--- config.mk ---
export PLATFORM = sky130hd
export DESIGN_NAME = edge_interval_count_timer
export DESIGN_NICKNAME = d
export VERILOG_FILES = /design/src/logic/edge_timer_pkg.sv /design/src/logic/edge_interval_count_timer.sv
export SDC_FILE = /design/constraint.sdc
export NUM_CORES = 1
export LEC_CHECK = 0
export BUFFER_PORTS_ARGS = -buffer_cell sky130_fd_sc_hd__buf_4
export CORE_MARGIN = 3
export CORE_UTILIZATION = 35
export CTS_CLUSTER_DIAMETER = 80
export CTS_CLUSTER_SIZE = 40
export DETAILED_ROUTE_END_ITERATION = 12
export PLACE_DENSITY = 0.64
export SLEW_MARGIN = 0
export SYNTH_ARGS = -nofsm -noshare
export SYNTH_HDL_FRONTEND = slang
export SYNTH_SLANG_ARGS = --single-unit
--- constraint.sdc ---
create_clock -name clk -period 4.6 [get_ports clk]
set_input_delay 0 -clock clk [delete_from_list [all_inputs] [get_ports clk]]
set_output_delay 0 -clock clk [all_outputs]
set_load 0.01 [all_outputs]
--- src/logic/edge_timer_pkg.sv ---
// Purpose: shared constants and types for the edge interval / edge count timer,
//          plus the clock-bus prescaler leaf module.
// Assumes: one 20 MHz clock, asynchronous active-low reset.
// Notes:   control fields travel as one packed struct.

// ------------------------------------------------------------
// package
// ------------------------------------------------------------
package edge_timer_pkg;
  localparam int CLK_HZ = 20_000_000;

  // unit enable bits
  localparam int UEN_PRESCALER_BIT = 0;
  localparam int UEN_TIMER_BIT     = 6;
  // start, interrupt enable and flag clear bits for sub-block 0
  localparam int START_SB0_BIT = 0;
  localparam int IER_SB0_BIT   = 0;
  localparam int FCLR_SB0_BIT  = 0;

  // measurement modes
  localparam logic [1:0] MODE_EDGE_WINDOW   = 2'h0;
  localparam logic [1:0] MODE_EDGE_INTERVAL = 2'h1;
  // effective edge polarity
  localparam logic [1:0] EDGE_NONE = 2'h0;
  localparam logic [1:0] EDGE_RISE = 2'h1;
  localparam logic [1:0] EDGE_FALL = 2'h2;
  localparam logic [1:0] EDGE_BOTH = 2'h3;
  // only clock bus 0 exists in this sub-block
  localparam logic [3:0] CLK_BUS0 = 4'h0;

  // reset values and capture padding
  localparam logic [15:0] PSC_CNT_RST  = 16'h0000;
  localparam logic [31:0] TIME_CNT_RST = 32'h0000_0000;
  localparam logic [15:0] EDGE_CNT_RST = 16'h0000;
  localparam logic [31:0] CAPTURE_RST  = 32'h0000_0000;
  localparam logic [15:0] CAP_PAD      = 16'h0000;

  // control register layout: 0x05 = bus0/interval/rise, 0x01 = bus0/window/rise
  typedef struct packed {
    logic [3:0] bus_sel;
    logic [1:0] mode;
    logic [1:0] edge_sel;
  } subblock_ctrl_s;

  typedef enum logic {ST_IDLE, ST_RUN} meas_state_e;
endpackage

// ------------------------------------------------------------
// prescaler: one tick every (ratio + 1) clocks
// ------------------------------------------------------------
`timescale 1ns/1ns
module clock_bus_prescaler
  import edge_timer_pkg::*;
(
  input  wire logic        clk,
  input  wire logic        rstn,
  input  wire logic        enable,
  input  wire logic [15:0] ratio_m1,
  output logic             tick
);
  logic [15:0] cnt_r;
  logic [15:0] cnt_nxt;
  logic        tick_nxt;

  always_comb
  begin
    tick_nxt = enable && (cnt_r == ratio_m1);
    if (!enable || cnt_r == ratio_m1)
      cnt_nxt = PSC_CNT_RST;
    else
      cnt_nxt = cnt_r + 16'h0001;
  end

  always_ff @(posedge clk or negedge rstn)
  begin
    if (!rstn)
    begin
      cnt_r <= PSC_CNT_RST;
      tick  <= 1'b0;
    end
    else
    begin
      cnt_r <= cnt_nxt;
      tick  <= tick_nxt;
    end
  end
endmodule

--- src/logic/edge_interval_count_timer.sv ---
// Purpose: edge interval / edge count within a window measurement sub-block.
// Assumes: all inputs synchronous to clk; registers are held outside as levels.
// Notes:   register fields arrive as plain levels; a completed measurement re-arms itself.
`timescale 1ns/1ns
module edge_interval_count_timer
  import edge_timer_pkg::*;
(
  input  wire logic           clk,
  input  wire logic           rstn,
  input  wire logic [7:0]     unit_enable_reg,
  input  wire logic [15:0]    prescaler_ratio_reg,
  input  wire subblock_ctrl_s subblock_control,
  input  wire logic [31:0]    subblock_start_reg,
  input  wire logic [31:0]    time_general_reg,
  input  wire logic [15:0]    edge_number_reg,
  input  wire logic [7:0]     irq_enable_reg,
  input  wire logic           flag_clear_wr,
  input  wire logic [7:0]     flag_clear_reg,
  input  wire logic           edge_preset_wr,
  input  wire logic [15:0]    edge_preset_data,
  input  wire logic           measure_input_pin,
  output logic [31:0]         capture_data_reg,
  output logic                capture_flag,
  output logic                capture_irq,
  output logic [31:0]         time_measure_counter,
  output logic [15:0]         edge_counter,
  output logic                busy
);
  // ------------------------------------------------------------
  // clock bus and edge detect
  // ------------------------------------------------------------
  logic bus0_tick;
  logic bus_tick;
  logic pin_prev_r;
  logic edge_hit;
  logic go;

  clock_bus_prescaler u_psc (
    .clk      (clk),
    .rstn     (rstn),
    .enable   (unit_enable_reg[UEN_PRESCALER_BIT]),
    .ratio_m1 (prescaler_ratio_reg),
    .tick     (bus0_tick)
  );

  // unknown bus selections never tick rather than guessing a source
  assign bus_tick = bus0_tick && (subblock_control.bus_sel == CLK_BUS0);

  // pin assumed glitch-free and synchronous; no filter here
  always_comb
  begin
    case (subblock_control.edge_sel)
      EDGE_RISE: edge_hit = measure_input_pin && !pin_prev_r;
      EDGE_FALL: edge_hit = !measure_input_pin && pin_prev_r;
      EDGE_BOTH: edge_hit = measure_input_pin != pin_prev_r;
      default:   edge_hit = 1'b0;
    endcase
  end

  assign go = unit_enable_reg[UEN_TIMER_BIT] && subblock_start_reg[START_SB0_BIT];

  // ------------------------------------------------------------
  // measurement state
  // ------------------------------------------------------------
  meas_state_e state_r;
  meas_state_e state_nxt;
  logic [31:0] time_nxt;
  logic [15:0] edge_nxt;
  logic [31:0] cap_nxt;
  logic        done;
  logic        flag_nxt;
  logic        irq_nxt;
  logic        busy_nxt;

  always_comb
  begin
    state_nxt = state_r;
    time_nxt  = time_measure_counter;
    edge_nxt  = edge_counter;
    cap_nxt   = capture_data_reg;
    done      = 1'b0;
    case (state_r)
      ST_IDLE:
      begin
        if (go)
        begin
          state_nxt = ST_RUN;
          time_nxt  = TIME_CNT_RST;
        end
      end
      ST_RUN:
      begin
        if (!go)
          state_nxt = ST_IDLE;
        else
        begin
          if (bus_tick)
            time_nxt = time_measure_counter + 32'h0000_0001;
          if (edge_hit)
            edge_nxt = edge_counter + 16'h0001;
          if (subblock_control.mode == MODE_EDGE_INTERVAL)
          begin
            if (edge_hit && edge_nxt == edge_number_reg)
            begin
              cap_nxt  = time_nxt;
              done     = 1'b1;
              time_nxt = TIME_CNT_RST;
              edge_nxt = EDGE_CNT_RST;
            end
          end
          else if (subblock_control.mode == MODE_EDGE_WINDOW)
          begin
            if (bus_tick && time_nxt == time_general_reg)
            begin
              cap_nxt  = {CAP_PAD, edge_nxt};
              done     = 1'b1;
              time_nxt = TIME_CNT_RST;
              edge_nxt = EDGE_CNT_RST;
            end
          end
        end
      end
      default: state_nxt = ST_IDLE;
    endcase
    // software preset of the edge counter overrides counting in that cycle
    if (edge_preset_wr)
      edge_nxt = edge_preset_data;
    // a completion in the clear cycle wins, so no event is lost
    flag_nxt = done || (capture_flag && !(flag_clear_wr && flag_clear_reg[FCLR_SB0_BIT]));
    irq_nxt  = flag_nxt && irq_enable_reg[IER_SB0_BIT];
    busy_nxt = (state_nxt == ST_RUN);
  end

  always_ff @(posedge clk or negedge rstn)
  begin
    if (!rstn)
    begin
      state_r              <= ST_IDLE;
      pin_prev_r           <= 1'b0;
      time_measure_counter <= TIME_CNT_RST;
      edge_counter         <= EDGE_CNT_RST;
      capture_data_reg     <= CAPTURE_RST;
      capture_flag         <= 1'b0;
      capture_irq          <= 1'b0;
      busy                 <= 1'b0;
    end
    else
    begin
      state_r              <= state_nxt;
      pin_prev_r           <= measure_input_pin;
      time_measure_counter <= time_nxt;
      edge_counter         <= edge_nxt;
      capture_data_reg     <= cap_nxt;
      capture_flag         <= flag_nxt;
      capture_irq          <= irq_nxt;
      busy                 <= busy_nxt;
    end
  end

  // ------------------------------------------------------------
  // assertions
  // ------------------------------------------------------------
  logic run_ok;
  logic is_int;
  logic is_win;
  assign run_ok = (state_r == ST_RUN) && go && !edge_preset_wr;
  assign is_int = subblock_control.mode == MODE_EDGE_INTERVAL;
  assign is_win = subblock_control.mode == MODE_EDGE_WINDOW;
endmodule

==> metrics.txt <==
status=completed; routed via count divided by cell count=between 5 and 6; portion of total power attributed to combinational logic=18.3%; initial antenna violation count=0; Synth cell types=78; measured slew at the worst slew-check pin=roughly 0.85 ns; final worst path period need=between 4 and 5 ns; number of storage elements in the synthesis netlist=101; arrival time reported for the critical path endpoint=4.52 ns; Clk pin slew, worst setup/hold paths=0.08 ns; clock share of power=38.9%; Post-DP HPWL=24400 um; Iteration-0 DRC Markers=783; Cells after Synth=991; Finished Cell Area=between 10000 and 15000 sq um; Critical Path Source Type=flip-flop; cell row count=55; power share of the sequential group=a little over two fifths; worst relative slew slack=between 40% and 50%; Root Buffer Master=clkbuf_16; setup slack after placement=between 0.4 and 0.5 ns; Synth Net Count=1145; Critical Path Start=time_measure_counter[10]; reg-to-reg critical path endpoint=time_measure_counter[13]; Pwr Total=~0.0022 W; hold endpoint=edge_counter[2]; cell with the most instances after synthesis=dfrtp_1; count of TritonRoute iterations in the first routing pass=5; cell accounting for the most synthesized area=dfrtp_1; number of cells upsized or downsized after cts=0; reg2reg path depth=11; maximum root-to-sink buffer count=2; most frequent cells after synthesis=dfrtp_1, a31oi_1, o21ai_0; number of CTS-inserted buffers=9; Core Area=22900 sq um; total of buffers placed on input and output ports=180; Switch Pwr=0.000656 W; maximum number of pins on one net before global-route repair=53; vias in the first global route=8520; Post-synth ARST share=between 90% and 100%; Syn-to-layout area delta=29.4%; path type of the worst min-delay path=input port to flip-flop; setup TNS after final layout=0 ns; most used flip-flop cell after synthesis=dfrtp_1; count of vias placed by the detailed router=8998; smallest setup slack after layout=0.295 ns; Maximum Capacitance Violations=0; initial cell density of the core=36.0%; Hold Crit Depth=3; sequential cell area in the final layout=2530 sq um; Internal=0.00153 W; horizontal extent of the die=160 um; setup repair after global routing missed its margin=false; Num Clock Sinks=approximately 100; fraction of layout instances using a drive strength above 1=24.4%; top routing layer in use=met4; met2 WL=~15000 um; mapped cell area=8250 sq um; FILL cells=2303; switching portion of total power=30.0%; crit share post-route=93.6%; clock tree from TritonCTS=built; source-to-sink clock delay at the later pin of the worst-skew pair=0.37 ns; Hold Path Origin=edge_preset_wr; final global-route overflow total=0; hold_buf cts=24; buffers inserted during post-CTS setup optimization=0; global-route usage over all layers=24.3%; Die Area=25400 sq um; maximum clock skew at final layout=around 0.013 ns; R2R Path Start=time_measure_counter[10]; number of warnings reported in the yosys synthesis log=0; Max Freq=approximately 0.23 GHz; power density over cell area=between 200 and 250 nW/um^2; Top Ports=232; top cells by area in the synthesized netlist=dfrtp_1, xnor2_1, xor2_1; max-slew violations=0; post-synthesis average cell area=between 8 and 9 sq um; post-synth top area share=30.6%; area used by multi-input combinational logic=5290 sq um; M1 wire length=14000 um; type of the worst setup path=flip-flop to flip-flop; placer congestion estimate=1.00; Antenna Diode Count=0; worst supply voltage drop on vdd=0.000157 V; final setup violating endpoints=0; register area share after synthesis=30.6%; final antenna-violating net count=0; wire per inst=21.3 um; kind of capture point of the worst setup path=flip-flop; critical path peak fanout=28; metal3 WL=2720 um; DRC violations left=0; Vert. Die Dim=160 um; detailed-route wire length=32100 um; Post-synth EDFFs=0; instance area after placement=roughly 10000 sq um; required time of the critical path=4.82 ns; setup slack of the most critical reg-to-reg path=0.30 ns; wire length of the first global-routing pass=49600 um; number of H-tree branching levels=3; Final Hold Viols=0; Post-layout nets=1341; Leak Pwr=between 4 and 5 nW
==> layer usage <==
layer	global-route usage, %	vias to the layer above
met2	37.7	438
li1	-	4135
met4	8.00	0
met3	5.23	44
met1	33.6	4381
met5	0	-
==> how the worst max path moves through the flow <==
stage / end / cells past startpoint
after floorplan: capture_data_reg[24] / 13
after global placement: time_measure_counter[13] / 12
after detailed placement: time_measure_counter[13] / 11
after CTS: time_measure_counter[13] / 11
after global routing: time_measure_counter[13] / 12
final: time_measure_counter[13] / 11
==> layout make-up <==
type	count	area share (%)
multi-input cells	784	49.6
flip-flops and latches	101	23.7
clock buffers	9	2.11
well taps	313	3.67
inverters	26	0.914
clock inverters	7	0.867
repair buffers	265	19.2
==> power by group through the flow <==
stage	sequential (W)	combinational [W]	clock, W
floorplan	0.000943	0.000194	0
global placement	0.000951	0.000374	0
detailed placement	0.000951	0.000376	0
CTS	0.000934	0.000395	0.000863
global route	0.000939	0.000430	0.000893
finish	0.000935	0.000399	0.000851
==> cell usage in the layout, fill, tap and decap left out, types with 11 or more instances in the layout <==
master / synthesis / routed
and2_1: 11 / 11
nand3_1: 54 / 54
a211oi_1: 11 / 11
a2bb2oi_1: 14 / 14
dfrtp_1: 101 / 101
a31oi_1: 67 / 67
and3_1: 15 / 14
and4_1: 15 / 15
nand3b_1: 13 / 13
nor4_1: 21 / 21
nor3_1: 25 / 25
nor3b_1: 11 / 11
o21ai_1: 22 / 22
nand4_1: 37 / 37
xor2_1: 49 / 49
nor2b_1: 12 / 12
buf_4: 0 / 241
o21ai_0: 61 / 61
xnor2_1: 57 / 57
dlygate4sd3_1: 0 / 24
a21oi_1: 32 / 32
nand2_1: 52 / 52
inv_1: 25 / 25
nor2_1: 59 / 59
==> critical path: stages (launching register included) <==
cell	delay, ns
dfrtp_1	0.59
and4_1	0.38
nand2_1	0.36
or4_1	0.72
a22oi_1	0.27
and4_1	0.23
nand4_1	0.13
nor4b_2	0.50
a32oi_4	0.31
buf_4	0.32
a31oi_1	0.27
a31oi_1	0.07
==> cell families after synthesis <==
logic type	count (synthesis)	synth area share (%)
flops	101	30.6
mux	12	1.56
xor+xnor	114	13.5
fa+ha+maj	5	0.758
compound gates	277	22.1
simple gates	376	26.3
buf+inv	106	5.20
==> stage by stage <==
step / hold WS [ns] / cells / util (%)
2_1_floorplan: -0.296 / 991 / -
3_3_place_gp: 0.101 / 1465 / 44.2
3_5_place_dp: 0.111 / 1465 / 44.2
4_1_cts: 0.00417 / 1505 / 46.6
5_1_grt: 0.0306 / 1505 / 46.6
6_report: 0.0197 / 1505 / 46.6
No activity file was read; power rests on OpenSTA's default activity.
